**src/dsb_params.svh**
```systemverilog
// Purpose: named constants of the dual-station block/frame sync block
// Assumes: included by its bare name by the package and the modules
// Notes:   register offsets are byte addresses of 32-bit words
`ifndef DSB_PARAMS_SVH
`define DSB_PARAMS_SVH

// ----------------------------------------------------------------
// register map
// ----------------------------------------------------------------
`define DSB_ADDR_CTRL       8'h00
`define DSB_ADDR_PROT       8'h04
`define DSB_ADDR_STATUS     8'h08

// ----------------------------------------------------------------
// field positions
// ----------------------------------------------------------------
`define DSB_CTRL_BSRST      0
`define DSB_CTRL_SUBMODE    7
`define DSB_PROT_FFWD_LSB   0
`define DSB_PROT_FBACK_LSB  4
`define DSB_PROT_BBACK_LSB  8
`define DSB_PROT_BFWD_LSB   12
`define DSB_STAT_BLOCK      0
`define DSB_STAT_FRAME      1
`define DSB_STAT_SUB        2
`define DSB_STAT_BAD_LSB    8
`define DSB_PKT_VC_BIT      7
`define DSB_PKT_SUB_BIT     6
`define DSB_PKT_OK_BIT      0

// ----------------------------------------------------------------
// reset values and geometry
// ----------------------------------------------------------------
`define DSB_FFWD_DEF        4'h7
`define DSB_FBACK_DEF       4'h2
`define DSB_BBACK_DEF       4'h1
`define DSB_BFWD_DEF        4'h3
`define DSB_BLK_BITS        288
`define DSB_FRM_BLKS        272
`endif

```
**src/dsb_pkg.sv**
```systemverilog
// Purpose: types shared by the dual-station sync modules
// Assumes: dsb_params.svh supplies the constants
// Notes:   block sync states are gray along unsync, pull-in, lock
`include "dsb_params.svh"
package dsb_pkg;
  typedef enum logic [1:0] {
    DSB_BS_UNSYNC = 2'b00,
    DSB_BS_PULL   = 2'b01,
    DSB_BS_LOCK   = 2'b11
  } dsb_bs_e;
  typedef logic [3:0] dsb_prot_t;
endpackage

```
**src/dsb_bs_if.sv**
```systemverilog
// Purpose: carrier between frame logic and the block sync engine
// Assumes: one clock domain
// Notes:   ctrl side drives reset and counts, engine side reports timing
interface dsb_bs_if #(parameter int PW = 9);
  logic            bit_en;
  logic            hit;
  logic            rst_req;
  logic [3:0]      back_n;
  logic [3:0]      fwd_n;
  logic [PW-1:0]   phase;
  logic            tick;
  logic            locked;
  modport ctrl   (output bit_en, hit, rst_req, back_n, fwd_n, input phase, tick, locked);
  modport engine (input bit_en, hit, rst_req, back_n, fwd_n, output phase, tick, locked);
endinterface

```
**src/dsb_block_sync.sv**
```systemverilog
// Purpose: block sync engine with pull-in and forward protection
// Assumes: bit_en and hit come from logic on ref_clk
// Notes:   once pull-in starts, a hit counts only when it lands on the block boundary
`include "dsb_params.svh"
module dsb_block_sync
  import dsb_pkg::*;
#(
  parameter int BLK_BITS = `DSB_BLK_BITS,
  parameter int PW       = 9
)(
  // clock and reset
  input wire logic ref_clk,
  input wire logic rstn,
  // timing carrier
  dsb_bs_if.engine bs
);
  if (BLK_BITS < 2 || BLK_BITS > (1 << PW)) $error("dsb_block_sync: BLK_BITS does not fit PW");

  localparam logic [PW-1:0] LAST = PW'(BLK_BITS - 1);

  typedef struct packed {
    dsb_bs_e       st;
    logic [PW-1:0] ph;
    dsb_prot_t     cnt;
    dsb_prot_t     miss;
  } dsb_bs_s;

  dsb_bs_s cur;
  dsb_bs_s next_cur;
  logic    wrap;

  assign wrap      = bs.bit_en && (cur.ph == LAST);
  assign bs.phase  = cur.ph;
  assign bs.locked = (cur.st == DSB_BS_LOCK);
  assign bs.tick   = wrap && (cur.st == DSB_BS_LOCK);

  // ----------------------------------------------------------------
  // next state
  // ----------------------------------------------------------------
  always_comb begin
    next_cur = cur;
    if (bs.bit_en) begin
      next_cur.ph = wrap ? '0 : cur.ph + 1'b1;
    end
    if (bs.rst_req) begin
      next_cur.st   = DSB_BS_UNSYNC;
      next_cur.cnt  = '0;
      next_cur.miss = '0;
    end else begin
      case (cur.st)
        DSB_BS_UNSYNC: begin
          if (bs.hit && bs.bit_en) begin                 // pull-in starts
            next_cur.ph  = '0;
            next_cur.cnt = 4'h1;
            next_cur.st  = (bs.back_n <= 4'h1) ? DSB_BS_LOCK : DSB_BS_PULL;
          end
        end
        DSB_BS_PULL: begin
          if (wrap) begin
            if (bs.hit) begin
              next_cur.cnt = cur.cnt + 1'b1;
              if (cur.cnt + 1'b1 >= bs.back_n) begin
                next_cur.st = DSB_BS_LOCK;               // lock after back count
              end
            end else begin
              next_cur.st = DSB_BS_UNSYNC;
            end
          end
        end
        default: begin
          if (wrap) begin
            if (bs.hit) begin
              next_cur.miss = '0;
            end else if (cur.miss + 1'b1 >= bs.fwd_n) begin
              next_cur.st   = DSB_BS_UNSYNC;
              next_cur.miss = '0;
            end else begin
              next_cur.miss = cur.miss + 1'b1;
            end
          end
        end
      endcase
    end
  end

  // state register
  always_ff @(posedge ref_clk or negedge rstn) begin
    if (!rstn) begin
      cur <= '{st: DSB_BS_UNSYNC, ph: '0, cnt: '0, miss: '0};
    end else begin
      cur <= next_cur;
    end
  end
endmodule

```
**src/dsb_dual_station_sync.sv**
```systemverilog
// Purpose: dual-station block and frame sync with packet output tagging
// Assumes: bit_en, sync_hit and packet inputs come from ref_clk logic
// Notes:   frame timing follows a main phase counter, not block sync
`include "dsb_params.svh"
module dsb_dual_station_sync
  import dsb_pkg::*;
#(
  parameter int BLK_BITS = `DSB_BLK_BITS,
  parameter int FRM_BLKS = `DSB_FRM_BLKS,
  parameter int DW       = 8
)(
  // clock and reset
  input  wire logic          ref_clk,
  input  wire logic          rstn,
  // register port
  input  wire logic [7:0]    reg_addr,
  input  wire logic [31:0]   reg_wdata,
  input  wire logic          reg_wr,
  input  wire logic          reg_rd,
  output logic      [31:0]   reg_rdata,
  // demodulator side
  input  wire logic          bit_en,
  input  wire logic          sync_hit,
  // horizontal and vertical correction results
  input  wire logic          hc_valid,
  input  wire logic          hc_ok,
  input  wire logic [DW-1:0] hc_data,
  input  wire logic          vc_valid,
  input  wire logic          vc_ok,
  input  wire logic [DW-1:0] vc_data,
  // packet output
  output logic               pkt_valid,
  output logic [7:0]         pkt_status,
  output logic [DW-1:0]      pkt_data,
  output logic               frame_start
);
  localparam int PW = 9;
  if (BLK_BITS < 2 || BLK_BITS > (1 << PW) || FRM_BLKS < 2 || FRM_BLKS > (1 << PW) || DW < 1)
    $error("dsb_dual_station_sync: geometry out of range");

  localparam logic [PW-1:0] BLAST = PW'(BLK_BITS - 1);
  localparam logic [PW-1:0] FLAST = PW'(FRM_BLKS - 1);

  typedef struct packed {
    logic          bsrst;
    logic          submode;
    dsb_prot_t     ffwd;
    dsb_prot_t     fback;
    dsb_prot_t     bback;
    dsb_prot_t     bfwd;
    logic [31:0]   rdata;
    logic [PW-1:0] mphase;
    logic [PW-1:0] fcnt;
    logic          fsync;
    dsb_prot_t     mm;
    dsb_prot_t     fb;
    logic [7:0]    bad;
    logic [7:0]    bad_last;
    logic          o_valid;
    logic [7:0]    o_status;
    logic [DW-1:0] o_data;
    logic          o_fstart;
  } dsb_top_s;

  dsb_top_s cur;
  dsb_top_s next_cur;
  logic     mwrap;
  logic     aligned;
  logic     foreign;

  dsb_bs_if #(.PW(PW)) bs ();

  assign bs.bit_en  = bit_en;
  assign bs.hit     = sync_hit;
  assign bs.rst_req = cur.bsrst;                       // block engine, frame protection, bad tally and hc output all see it
  assign bs.back_n  = cur.bback;
  assign bs.fwd_n   = cur.bfwd;

  dsb_block_sync #(.BLK_BITS(BLK_BITS), .PW(PW)) dsb_block_sync_i (
    .ref_clk (ref_clk),
    .rstn    (rstn),
    .bs      (bs)
  );

  // main-station block boundary and block timing comparison
  assign mwrap   = bit_en && (cur.mphase == BLAST);
  assign aligned = (bs.phase == cur.mphase);
  // sub-station data: locked on timing foreign to the main station
  assign foreign = bs.locked && !aligned;

  // ----------------------------------------------------------------
  // next state
  // ----------------------------------------------------------------
  always_comb begin
    next_cur          = cur;
    next_cur.o_valid  = 1'b0;
    next_cur.o_fstart = 1'b0;

    // register writes
    if (reg_wr) begin
      if (reg_addr == `DSB_ADDR_CTRL) begin
        next_cur.bsrst   = reg_wdata[`DSB_CTRL_BSRST];
        next_cur.submode = reg_wdata[`DSB_CTRL_SUBMODE];
      end else if (reg_addr == `DSB_ADDR_PROT) begin
        next_cur.ffwd  = reg_wdata[`DSB_PROT_FFWD_LSB +: 4];
        next_cur.fback = reg_wdata[`DSB_PROT_FBACK_LSB +: 4];
        next_cur.bback = reg_wdata[`DSB_PROT_BBACK_LSB +: 4];
        next_cur.bfwd  = reg_wdata[`DSB_PROT_BFWD_LSB +: 4];
      end
    end

    // register reads, data valid the cycle after the strobe
    next_cur.rdata = '0;
    if (reg_rd) begin
      if (reg_addr == `DSB_ADDR_CTRL) begin
        next_cur.rdata[`DSB_CTRL_BSRST]   = cur.bsrst;
        next_cur.rdata[`DSB_CTRL_SUBMODE] = cur.submode;
      end else if (reg_addr == `DSB_ADDR_PROT) begin
        next_cur.rdata[`DSB_PROT_FFWD_LSB +: 4]  = cur.ffwd;
        next_cur.rdata[`DSB_PROT_FBACK_LSB +: 4] = cur.fback;
        next_cur.rdata[`DSB_PROT_BBACK_LSB +: 4] = cur.bback;
        next_cur.rdata[`DSB_PROT_BFWD_LSB +: 4]  = cur.bfwd;
      end else if (reg_addr == `DSB_ADDR_STATUS) begin
        next_cur.rdata[`DSB_STAT_BLOCK]        = bs.locked;
        next_cur.rdata[`DSB_STAT_FRAME]        = cur.fsync;
        next_cur.rdata[`DSB_STAT_SUB]          = foreign;
        next_cur.rdata[`DSB_STAT_BAD_LSB +: 8] = cur.bad_last;
      end
    end

    // main-station block and frame counters run on their own timing
    if (bit_en) begin
      next_cur.mphase = mwrap ? '0 : cur.mphase + 1'b1;
    end
    if (mwrap) begin
      next_cur.fcnt = (cur.fcnt == FLAST) ? '0 : cur.fcnt + 1'b1;
      if (cur.fcnt == FLAST) begin
        next_cur.o_fstart = 1'b1;
        next_cur.bad_last = cur.bad;                  // per-frame tally
        next_cur.bad      = '0;
      end
    end

    // frame protection: ticks in sub mode or block reset never count while frame sync holds
    if (cur.fsync) begin
      if (bs.tick && !cur.submode && !cur.bsrst) begin
        if (aligned) begin
          next_cur.mm = '0;
        end else if (cur.mm + 1'b1 >= cur.ffwd) begin
          next_cur.fsync = 1'b0;                      // forward count spent
          next_cur.mm    = '0;
          next_cur.fb    = '0;
        end else begin
          next_cur.mm = cur.mm + 1'b1;
        end
      end
    end else if (bs.tick) begin
      // adopt the new block timing; the block tick is the phase zero
      next_cur.mphase = '0;
      if (aligned) begin
        next_cur.fb = cur.fb + 1'b1;
        if (cur.fb + 1'b1 >= cur.fback) begin
          next_cur.fsync = 1'b1;                      // back count reached
          next_cur.fcnt  = '0;
          next_cur.fb    = '0;
        end
      end else begin
        next_cur.fb = '0;
      end
    end

    // bad packets that the excursion did not cause
    if (hc_valid && !hc_ok && !foreign && !cur.submode && !cur.bsrst && cur.bad != 8'hFF) begin
      next_cur.bad = cur.bad + 1'b1;
    end

    // packet output: horizontal result first, real time
    if (hc_valid && bs.locked && !cur.bsrst) begin
      next_cur.o_valid                   = 1'b1;
      next_cur.o_data                    = hc_data;
      next_cur.o_status                  = '0;
      next_cur.o_status[`DSB_PKT_VC_BIT] = 1'b0;
      next_cur.o_status[`DSB_PKT_SUB_BIT] = foreign;  // sub-station data
      next_cur.o_status[`DSB_PKT_OK_BIT] = hc_ok;
    end else if (!hc_valid && vc_valid && vc_ok && cur.fsync && cur.bad_last == 8'h00) begin
      next_cur.o_valid                   = 1'b1;
      next_cur.o_data                    = vc_data;
      next_cur.o_status                  = '0;
      next_cur.o_status[`DSB_PKT_VC_BIT] = 1'b1;      // main station decoded
      next_cur.o_status[`DSB_PKT_OK_BIT] = 1'b1;
    end
  end

  // state register; hc wins a collision, the vertical packet is lost
  always_ff @(posedge ref_clk or negedge rstn) begin
    if (!rstn) begin
      cur          <= '0;
      cur.ffwd     <= `DSB_FFWD_DEF;
      cur.fback    <= `DSB_FBACK_DEF;
      cur.bback    <= `DSB_BBACK_DEF;
      cur.bfwd     <= `DSB_BFWD_DEF;
    end else begin
      cur <= next_cur;
    end
  end

  // outputs straight from the state register
  assign reg_rdata   = cur.rdata;
  assign pkt_valid   = cur.o_valid;
  assign pkt_status  = cur.o_status;
  assign pkt_data    = cur.o_data;
  assign frame_start = cur.o_fstart;
endmodule

```
**config.mk**
```make
export PLATFORM = sky130hd
export DESIGN_NAME = dsb_dual_station_sync
export DESIGN_NICKNAME = d
export VERILOG_FILES = /design/src/dsb_pkg.sv /design/src/dsb_bs_if.sv /design/src/dsb_block_sync.sv /design/src/dsb_dual_station_sync.sv
export VERILOG_INCLUDE_DIRS = /design/src
export SDC_FILE = /design/constraint.sdc
export NUM_CORES = 1
export LEC_CHECK = 0
export ABC_AREA = 1
export ABC_CLOCK_PERIOD_IN_PS = 4240
export BUFFER_PORTS_ARGS = -buffer_cell sky130_fd_sc_hd__buf_4
export CAP_MARGIN = 5
export CORE_UTILIZATION = 50
export CTS_CLUSTER_SIZE = 24
export DETAILED_ROUTE_END_ITERATION = 6
export GPL_TIMING_DRIVEN = 1
export PLACE_DENSITY = 0.73
export SLEW_MARGIN = 15
export SYNTH_ARGS = -nofsm -noshare
export SYNTH_HDL_FRONTEND = slang
export SYNTH_SLANG_ARGS = --single-unit
```
**constraint.sdc**
```tcl
create_clock -name ref_clk -period 4.24 [get_ports ref_clk]
set_input_delay 0.848 -clock ref_clk [delete_from_list [all_inputs] [get_ports ref_clk]]
set_output_delay 0.848 -clock ref_clk [all_outputs]
set_load 0.01 [all_outputs]
```
==> flow_metrics.tcl, run 1 <==
set metrics [dict create \
    cap_viol_max_count 0 \
    finalSetupViolCount 0 \
    syn_to_final_growth_pct 11.9 \
    ys_dominant_reg_cell "dfrtp_1" \
    cts_inserted_buffers 9 \
    rsz0062_at_grt "no" \
    track_usage 0.222 \
    remaining_drc_errors 0 \
    power.share.switching 0.336 \
    power.density_cell_area_nw_per_um2 421 \
    number_of_library_cell_types_mapped_by_synthesis 49 \
    cp-startpoint "cur[34]" \
    mostFrequentLayoutCells "164 x nand2_1, 102 x dfrtp_1, 78 x buf_4" \
    core_area_sq_um 12200 \
    via_count 4976 \
    layout_worst_path_cycle_share 0.539 \
    leakage_power_nw 3.62 \
    hold_buffers 0 \
    detailed_place.area_sq_um 6770 \
    n_fill_cell 1063 \
    post-route-util 0.582 \
    global_route_wire_length_before_repair_um 22500 \
    tightestPinTransition_ns 0.752 \
    place.gp.congestion 0.846 \
    detail_route.wirelength_um 13500 \
    tns_ns 0 \
    tritoncts "built" \
    internal_power_mw 1.98 \
    dr.first_iter.drc_count 206 \
    die_width_um 114 \
    synth_compound_area_frac 0.0669 \
    number_of_antenna_repair_diodes 0 \
    arrival_ns 2.58 \
    clockPowerShare 0.287 \
    htree_num_levels 3 \
    drive_above_1_share 0.200 \
    comb_power_share 0.258 \
    clkTransAtPathRegs_ns 0.07 \
    post_cts_resize_count 0 \
    p_sw_mw 1.00 \
    synth_fa_ha_area_frac 0.0475 \
    fin_worst_skew_ns 0.00817 \
    grt_pass1_vias 4884 \
    post_synth_and_or_nand_nor_area_fraction 0.275 \
    finalInstanceArea_sq_um 7070 \
    cts_sinks 109 \
    finish.net_count 884 \
    post_synth_instance_area_sq_um 6320 \
    final_hold_vio_count 0 \
    synth_top_family_by_area "simple AND/OR/NAND/NOR gates" \
    regToRegStartpoint "cur[34]" \
    clockBufferDepth 2 \
    crit_path_end_kind "flop" \
    timing.max_slew.rel_slack 0.498 \
    syn-instance-count 744 \
    timing_worst_setup_path_type "reg2reg" \
    ys_warn_count 0 \
    design_power_total_mw 2.98 \
    clock_latency_ns 0.36 \
    final_period_minus_worst_setup_slack_ns 2.29 \
    cp.required_ns 4.54 \
    max_freq_mhz 437 \
    synth_enable_flop_cells 0 \
    vias_per_cell 5.15 \
    fp-row-count 40 \
    dieArea_sq_um 13100 \
    chipHeight_um 114 \
    async_reset_ff_frac 1.00 \
    postCtsSetupBuffers 0 \
    syn_area_per_cell_sq_um 8.50 \
    grt_max_degree 57 \
    report.final.slew_viol_count 0 \
    critical_path_peak_fanout 5 \
    initial_core_util 0.520 \
    mostFrequentLayoutCell "nand2_1" \
    postSynthRegisterBits 109 \
    buffer_ports.inserted 78 \
    synth.mux.area_fraction 0.0255 \
    hold_start "bs.fwd_n[3]" \
    antenna_left 0 \
    dp.final_hpwl_um 10200 \
    yosysSeqAreaShare 0.433 \
    max-vdd-ir-drop_v 0.000238 \
    antenna_found_initial 0 \
    holdCritPathClass "reg2reg" \
    worst_hold_slack_ns 0.512 \
    status "finished clean" \
    io_pins 116 \
    global_route_congestion_overflow_total 0 \
    drtPass1Iterations 7 \
    synthXorXnorAreaFrac 0.0333 \
    seq_power_share 0.454 \
    cts_root_buf "clkbuf_16" \
    post_drt_wl_per_cell_um 14.0 \
    critical_path.startpoint_type "flop" \
]
-- critical path, stage by stage (launching register included) --
cell     delay, ns
dfrtp_1       0.46
ha_1          0.25
xnor2_1       0.20
inv_1         0.07
ha_1          0.27
nand2_1       0.08
o21ai_0       0.09
nor2_1        0.29
nand4_1       0.23
nor2_1        0.14
nand2_1       0.07
nand2_1       0.07
-- synthesized netlist by cell type (3+ instances only) --
cell type	instances	area (sq um)
nor2_2	6	37.5
xor2_1	16	140
inv_1	71	267
a21oi_1	28	140
nor2_1	65	244
nand2_2	3	18.8
ha_1	24	300
nor3_1	18	90.1
o21ai_1	3	15.0
buf_4	52	390
a211oi_1	6	45.0
o21ai_2	4	35.0
o21ai_0	21	105
xnor2_1	8	70.1
dfstp_2	7	184
nor2_4	7	78.8
buf_2	6	30.0
nor4_1	3	18.8
nand3_1	62	310
nor3b_1	3	22.5
dfrtp_1	102	2550
mux2_2	13	146
nand2_1	164	616
nand4_1	15	93.8
inv_2	6	22.5
o21bai_1	3	22.5
-- metrics by stage --
step,worst slack [ns],std cells
after floorplan,2.29,764
after global placement,1.63,951
after detailed placement,1.55,951
after CTS,1.95,967
after global routing,1.76,967
final,1.95,967
-- power groups by stage --
stage / Clock, mW / Sequential, mW / Combinational (mW)
after global placement: 0 / 1.36 / 0.727
final: 0.855 / 1.35 / 0.769
after floorplan: 0 / 1.33 / 0.615
after detailed placement: 0 / 1.37 / 0.772
after global routing: 0.920 / 1.38 / 0.879
after CTS: 0.876 / 1.35 / 0.774
-- metal layers --
| metal | wire (um) | vias to the layer above | track usage |
|---|---|---|---|
| met3 | 557 | 21 | 0.0397 |
| met4 | 336 | 0 | 0.102 |
| met1 | 5990 | 2366 | 0.287 |
| li1 | - | 2467 | - |
| met5 | 0 | - | 0 |
| met2 | 6650 | 122 | 0.365 |
-- layout make-up --
| type | instances | area, sq um | share of cell area |
|---|---|---|---|
| tap | 168 | 210 | 0.0297 |
| clock inverter | 7 | 75.1 | 0.0106 |
| inverter | 80 | 304 | 0.0430 |
| sequential | 109 | 2740 | 0.387 |
| multi-input combinational | 515 | 2920 | 0.412 |
| clock buffer | 9 | 225 | 0.0318 |
| timing repair buffer | 79 | 606 | 0.0856 |
-- state kept, by name, summed over array words and instances (netlist names), 3 cells and up --
name                       flops
pkt_data                       8
dsb_block_sync_i.bs.phase      9
bs.fwd_n                       4
cur                           52
reg_rdata                     16
dsb_block_sync_i.cur          10
pkt_status                     3
bs.back_n                      4
-- kinds of logic (layout without fill, tap and decap cells) --
group                    count (synthesis)  in the layout
multiplexers                            14             14
XOR/XNOR                                24             24
flip-flops                             109            109
AO/OA/AOI/OAI                           71             71
adder cells (fa/ha/maj)                 24             24
AND/OR/NAND/NOR                        361            361
other                                    1             21
buffers and inverters                  140            175
-- path summary, 6_finish.rpt --
path,end,slack [ns],cells after the start
max in group asynchronous,bs.back_n[0],2.91,2
min in group asynchronous,bs.fwd_n[3],0.55,1
setup reg to reg,cur[35],1.95,11
hold reg to reg,bs.fwd_n[3],0.51,1
setup / recovery,cur[35],1.95,11
hold / removal,bs.fwd_n[3],0.51,1
Note: power is estimated with default switching activity, not from simulation.
==> inputs of run 2 (changes only) <==
--- a/config.mk
+++ b/config.mk
@@ -7,14 +7,14 @@
 export NUM_CORES = 1
 export LEC_CHECK = 0
 export ABC_AREA = 1
-export ABC_CLOCK_PERIOD_IN_PS = 4240
+export ABC_CLOCK_PERIOD_IN_PS = 1800
 export BUFFER_PORTS_ARGS = -buffer_cell sky130_fd_sc_hd__buf_4
 export CAP_MARGIN = 5
 export CORE_UTILIZATION = 50
 export CTS_CLUSTER_SIZE = 24
 export DETAILED_ROUTE_END_ITERATION = 6
 export GPL_TIMING_DRIVEN = 1
-export PLACE_DENSITY = 0.73
+export PLACE_DENSITY = 0.76
 export SLEW_MARGIN = 15
 export SYNTH_ARGS = -nofsm -noshare
 export SYNTH_HDL_FRONTEND = slang
==> constraint.sdc (replaced) <==
create_clock -name ref_clk -period 1.8 [get_ports ref_clk]
set_input_delay 0.36 -clock ref_clk [delete_from_list [all_inputs] [get_ports ref_clk]]
set_output_delay 0.36 -clock ref_clk [all_outputs]
set_load 0.01 [all_outputs]
==> flow_metrics.tcl, run 2 (synthesis results as in run 1) <==
set metrics [dict create \
    number_of_antenna_repair_diodes 0 \
    remaining_drc_errors 0 \
    mostFrequentLayoutCells "158 x nand2_1, 109 x buf_4, 100 x dfrtp_1" \
    dp_cells 983 \
    layout_worst_path_cycle_share 1.13 \
    timing_worst_setup_path_type "reg2reg" \
    buffer_ports.inserted 78 \
    global_route_wire_length_before_repair_um 23200 \
    critical_path.reg2reg.endpoint "cur[48]" \
    clock_latency_ns 0.36 \
    initial_core_util 0.520 \
    max-vdd-ir-drop_v 0.000493 \
    cp.required_ns 2.04 \
    cts_root_buf "clkbuf_16" \
    drtPass1Iterations 4 \
    place.gp.congestion 0.831 \
    antenna_found_initial 0 \
    die_width_um 114 \
    cts_inserted_buffers 9 \
    via_count 5171 \
    regToRegStartpoint "cur[35]" \
    track_usage 0.229 \
    status "finished with violations" \
    antenna_left 0 \
    violations "negative hold slack, negative setup slack" \
    holdCritPathClass "in2async" \
    endpoint "cur[48]" \
    hold_buffers 0 \
    cap_viol_max_count 0 \
    io_pins 116 \
    r2r_cells 10 \
    grt_max_degree 56 \
    core_area_sq_um 12200 \
    cts_sinks 109 \
    detail_route.wirelength_um 14600 \
    htree_num_levels 3 \
    syn_to_final_growth_pct 23.9 \
    fp-row-count 40 \
    finalSetupViolCount 24 \
    reg2reg_setup_slack_ns -0.24 \
    top_register "cur" \
    final_period_minus_worst_setup_slack_ns 2.04 \
    arrival_ns 2.28 \
    finish.net_count 926 \
    dieArea_sq_um 13100 \
    rsz0062_at_grt "yes" \
    drive_above_1_share 0.304 \
    final_hold_vio_count 8 \
    worst_hold_slack_ns -0.0116 \
    clkTransAtPathRegs_ns 0.07 \
    crit_path_end_kind "flop" \
    tritoncts "built" \
    finalNonFillerCells 1009 \
    fin_worst_skew_ns 0.00784 \
    leakage_power_nw 3.89 \
    post_drt_wl_per_cell_um 14.5 \
    power.density_cell_area_nw_per_um2 952 \
    chipHeight_um 114 \
    report.final.slew_viol_count 0 \
    largest_register_ffs 52 \
    design_power_total_mw 7.45 \
    critical_path_peak_fanout 5 \
    vias_per_cell 5.12 \
    dr.first_iter.drc_count 307 \
    worst_setup_timing_slack_at_the_placement_stage_ns -0.184 \
    max_freq_mhz 490 \
    clockBufferDepth 2 \
    cp-startpoint "cur[35]" \
    dp.final_hpwl_um 10100 \
    grt_pass1_vias 4899 \
    critical_path.startpoint_type "flop" \
    mostFrequentLayoutCell "nand2_1" \
    finalWorstSetupSlack_ns -0.240 \
    global_route_congestion_overflow_total 0 \
]
## run 2: cell types whose count changed in the layout (fill, tap and decap cells not counted), sizes merged
cell,before,now
buf,79,121
clkinvlp,3,1
inv,79,81
## run 2: worst min path at each step
stage / endpoint / from / slack, ns / cells after the start
after floorplan: bs.back_n[1] / rstn / 0.06 / 0
final: dsb_block_sync_i.cur[4] / rstn / -0.01 / 2
after global placement: dsb_block_sync_i.cur[5] / rstn / 0.39 / 2
after detailed placement: dsb_block_sync_i.cur[5] / rstn / 0.39 / 2
after CTS: dsb_block_sync_i.cur[4] / rstn / 0.003 / 2
after global routing: dsb_block_sync_i.cur[5] / rstn / 0.02 / 2
## run 2: stage by stage
stage                     utilization  TNS (ns)  hold WS [ns]  area (sq um)
after floorplan                     -   -0.0780        0.0644          6410
after global placement          0.581     -1.62         0.390          7060
after detailed placement        0.581     -2.41         0.394          7060
after CTS                       0.615     -1.51       0.00314          7470
after global routing            0.644     -5.63        0.0200          7830
final                           0.644     -3.06       -0.0116          7830
## run 2: area by class of cell
type / instances / area [sq um]
tap: 168 / 210
inverter: 80 / 304
timing repair buffer: 121 / 988
clock buffer: 9 / 225
clock inverter: 7 / 81.3
fill: 987 / 4330
sequential: 109 / 2740
multi-input combinational: 515 / 3280
## run 2: repair_timing
item,in CTS,in global routing
endpoints found under the hold margin,0,0
cloned,0,0
pin swaps,17,44
resized for setup,14,64
setup endpoints to repair,22,32
buffers inserted,3,7
## run 2: power breakdown
| group | switching (mW) | internal, mW |
|---|---|---|
| Sequential | 0.363 | 2.81 |
| Clock | 0.960 | 1.10 |
| Combinational | 1.22 | 1.01 |
## run 2: routing by layer
| layer | vias up | routed length (um) | track usage |
|---|---|---|---|
| li1 | 2540 | - | - |
| met1 | 2475 | 6260 | 0.296 |
| met2 | 124 | 7300 | 0.377 |
| met3 | 32 | 623 | 0.0381 |
| met4 | 0 | 429 | 0.109 |
| met5 | - | 0 | 0 |
## run 2: worst max-delay path, cell delays in order (launching register included)
cell and delay [ns]:
dfrtp_1 0.44, ha_4 0.20, xnor2_4 0.20, inv_2 0.07, ha_4 0.27, nand2_4 0.05, o21ai_4 0.16, nor2_4 0.07
buf_6 0.12, nor3_4 0.25, nor2_1 0.09
==> inputs of run 3 (changes only) <==
--- a/config.mk
+++ b/config.mk
@@ -15,6 +15,7 @@
 export DETAILED_ROUTE_END_ITERATION = 6
 export GPL_TIMING_DRIVEN = 1
 export PLACE_DENSITY = 0.76
+export RECOVER_POWER = 25
 export SLEW_MARGIN = 15
 export SYNTH_ARGS = -nofsm -noshare
 export SYNTH_HDL_FRONTEND = slang
==> constraint.sdc (replaced) <==
create_clock -name ref_clk -period 1.8 [get_ports ref_clk]
set_input_delay 0.09 -clock ref_clk [delete_from_list [all_inputs] [get_ports ref_clk]]
set_output_delay 0.09 -clock ref_clk [all_outputs]
set_load 0.01 [all_outputs]
==> flow_metrics.tcl, run 3 (synthesis results as in run 1) <==
set metrics [dict create \
    track_usage 0.242 \
    critical_path.top_delay_family "simple AND/OR/NAND/NOR gates" \
    via_count 5355 \
    timing_worst_setup_path_type "reg2reg" \
    vias_per_cell 5.09 \
    mostFrequentLayoutCell "nand2_1" \
    timing.critical_path.depth 11 \
    remaining_drc_errors 0 \
    drtPass1Iterations 4 \
    regToRegStartpoint "cur[35]" \
    dp.final_hpwl_um 10200 \
    p_sw_mw 2.47 \
    tightestPinTransition_ns 0.788 \
    syn_to_final_growth_pct 28.1 \
    r2r_cells 11 \
    global_route_wire_length_before_repair_um 24400 \
    grt_max_degree 33 \
    hold-path-cell-count 3 \
    mostFrequentLayoutCells "159 x nand2_1, 121 x buf_4, 100 x dfrtp_1" \
    cp.required_ns 2.10 \
    post_drt_wl_per_cell_um 14.8 \
    worst_setup_timing_slack_at_the_placement_stage_ns -0.164 \
    final_period_minus_worst_setup_slack_ns 2.04 \
    max_freq_mhz 490 \
    top_register "cur" \
    finalSetupViolCount 20 \
    finish.net_count 969 \
    cap_viol_max_count 0 \
    max-vdd-ir-drop_v 0.000621 \
    crit_path_end_kind "flop" \
    initial_core_util 0.520 \
    cts_inserted_buffers 9 \
    grt_pass1_vias 5093 \
    number_of_antenna_repair_diodes 0 \
    seq_power_share 0.428 \
    htree_num_levels 3 \
    chipHeight_um 114 \
    leakage_power_nw 4.06 \
    internal_power_mw 4.96 \
    report.final.slew_viol_count 0 \
    clock_latency_ns 0.37 \
    detail_route.wirelength_um 15600 \
    finalWorstSetupSlack_ns -0.243 \
    global_route_congestion_overflow_total 0 \
    design_power_total_mw 7.42 \
    final_hold_vio_count 0 \
    timing.max_slew.rel_slack 0.474 \
    layout_worst_path_cycle_share 1.13 \
    violations "negative setup slack" \
    cts_sinks 109 \
    rsz0062_at_grt "yes" \
    critical_path_peak_fanout 4 \
    holdCritPathClass "in2reg" \
    hold_start "reg_wr" \
    power.share.switching 0.332 \
    critical_path.reg2reg.endpoint "cur[36]" \
    antenna_found_initial 0 \
    drive_above_1_share 0.285 \
    clkTransAtPathRegs_ns 0.08 \
    dieArea_sq_um 13100 \
    critical_path.n_buffers_inverters 1 \
    largest_register_ffs 52 \
    critical_path.slowest_cell "dfrtp_1" \
    worst_path_largest_cell_delay_ns 0.42 \
    hold_path_end "cur[109]" \
    finalNonFillerCells 1052 \
    core_area_sq_um 12200 \
    cts_root_buf "clkbuf_16" \
    fin_worst_skew_ns 0.0118 \
    status "finished with violations" \
    cp_cell_sequence "buf_6 > nand3_4 > xnor2_2 > ha_1 > nand2_1 > nor2_2 > nor2_2 > nand4_1 > nor2_1 > nand2_1 > nand2_1" \
    buffer_ports.inserted 78 \
    arrival_ns 2.34 \
    die_width_um 114 \
    comb_power_share 0.286 \
    tritoncts "built" \
    reg2reg_setup_slack_ns -0.24 \
    critical_path.startpoint_type "flop" \
    fp-row-count 40 \
    io_pins 116 \
    power.density_cell_area_nw_per_um2 916 \
    antenna_left 0 \
    path_common_cell "nand2_1" \
    clockPowerShare 0.287 \
    clockBufferDepth 2 \
    dp_cells 983 \
    place.gp.congestion 0.822 \
    dr.first_iter.drc_count 283 \
]
-- run 3: per-layer routing --
layer / vias to the layer above / GRT usage / wire length, um
met3: 39 / 0.0593 / 593
li1: 2631 / - / -
met5: - / 0 / 0
met1: 2558 / 0.315 / 6790
met4: 0 / 0.0874 / 443
met2: 127 / 0.395 / 7730
-- run 3: worst max path at each step --
stage / from / end / slack (ns)
after floorplan: cur[38] / cur[35] / -0.02
after detailed placement: cur[34] / cur[37] / -0.16
final: cur[35] / cur[36] / -0.24
after global placement: cur[34] / cur[35] / -0.09
after CTS: cur[35] / cur[37] / -0.14
after global routing: cur[35] / cur[36] / -0.37
-- run 3: repair_timing --
action                                  CTS  global route
setup buffers                            10             8
pin swaps                                23            28
endpoints found under the setup margin   24            40
gates resized for setup                  23            33
hold endpoints to repair                 52             0
hold buffers                             35             0
-- run 3: through the flow --
| step | util | hold slack, ns | area (sq um) | TNS (ns) |
|---|---|---|---|---|
| floorplan | - | -0.206 | 6410 | -0.0780 |
| global placement | 0.580 | 0.0719 | 7050 | -0.844 |
| detailed placement | 0.580 | 0.0696 | 7050 | -2.11 |
| CTS | 0.651 | 0.0809 | 7920 | -1.40 |
| global route | 0.666 | 0.114 | 8100 | -4.43 |
| finish | 0.666 | 0.0850 | 8100 | -2.39 |
-- run 3: power by group through the flow --
stage	Sequential, mW	Clock [mW]	Combinational, mW
2_1_floorplan	3.12	0	1.45
3_3_place_gp	3.19	0	1.88
3_5_place_dp	3.20	0	1.92
4_1_cts	3.16	2.16	2.02
5_1_grt	3.22	2.24	2.38
6_report	3.17	2.13	2.12
-- run 3: worst min-delay path, delay by kind of cell --
family,cells,cell delay (ns)
AO/OA/AOI/OAI,1,0.08
buffers and inverters,1,0.12
AND/OR/NAND/NOR,1,0.11
-- run 3: area by class of cell --
| type | instances | area (sq um) |
|---|---|---|
| fill | 926 | 4060 |
| sequential | 109 | 2740 |
| inverter | 80 | 304 |
| multi-input combinational | 515 | 3190 |
| clock inverter | 4 | 55.1 |
| tap | 168 | 210 |
| timing repair buffer | 164 | 1340 |
| clock buffer | 12 | 267 |
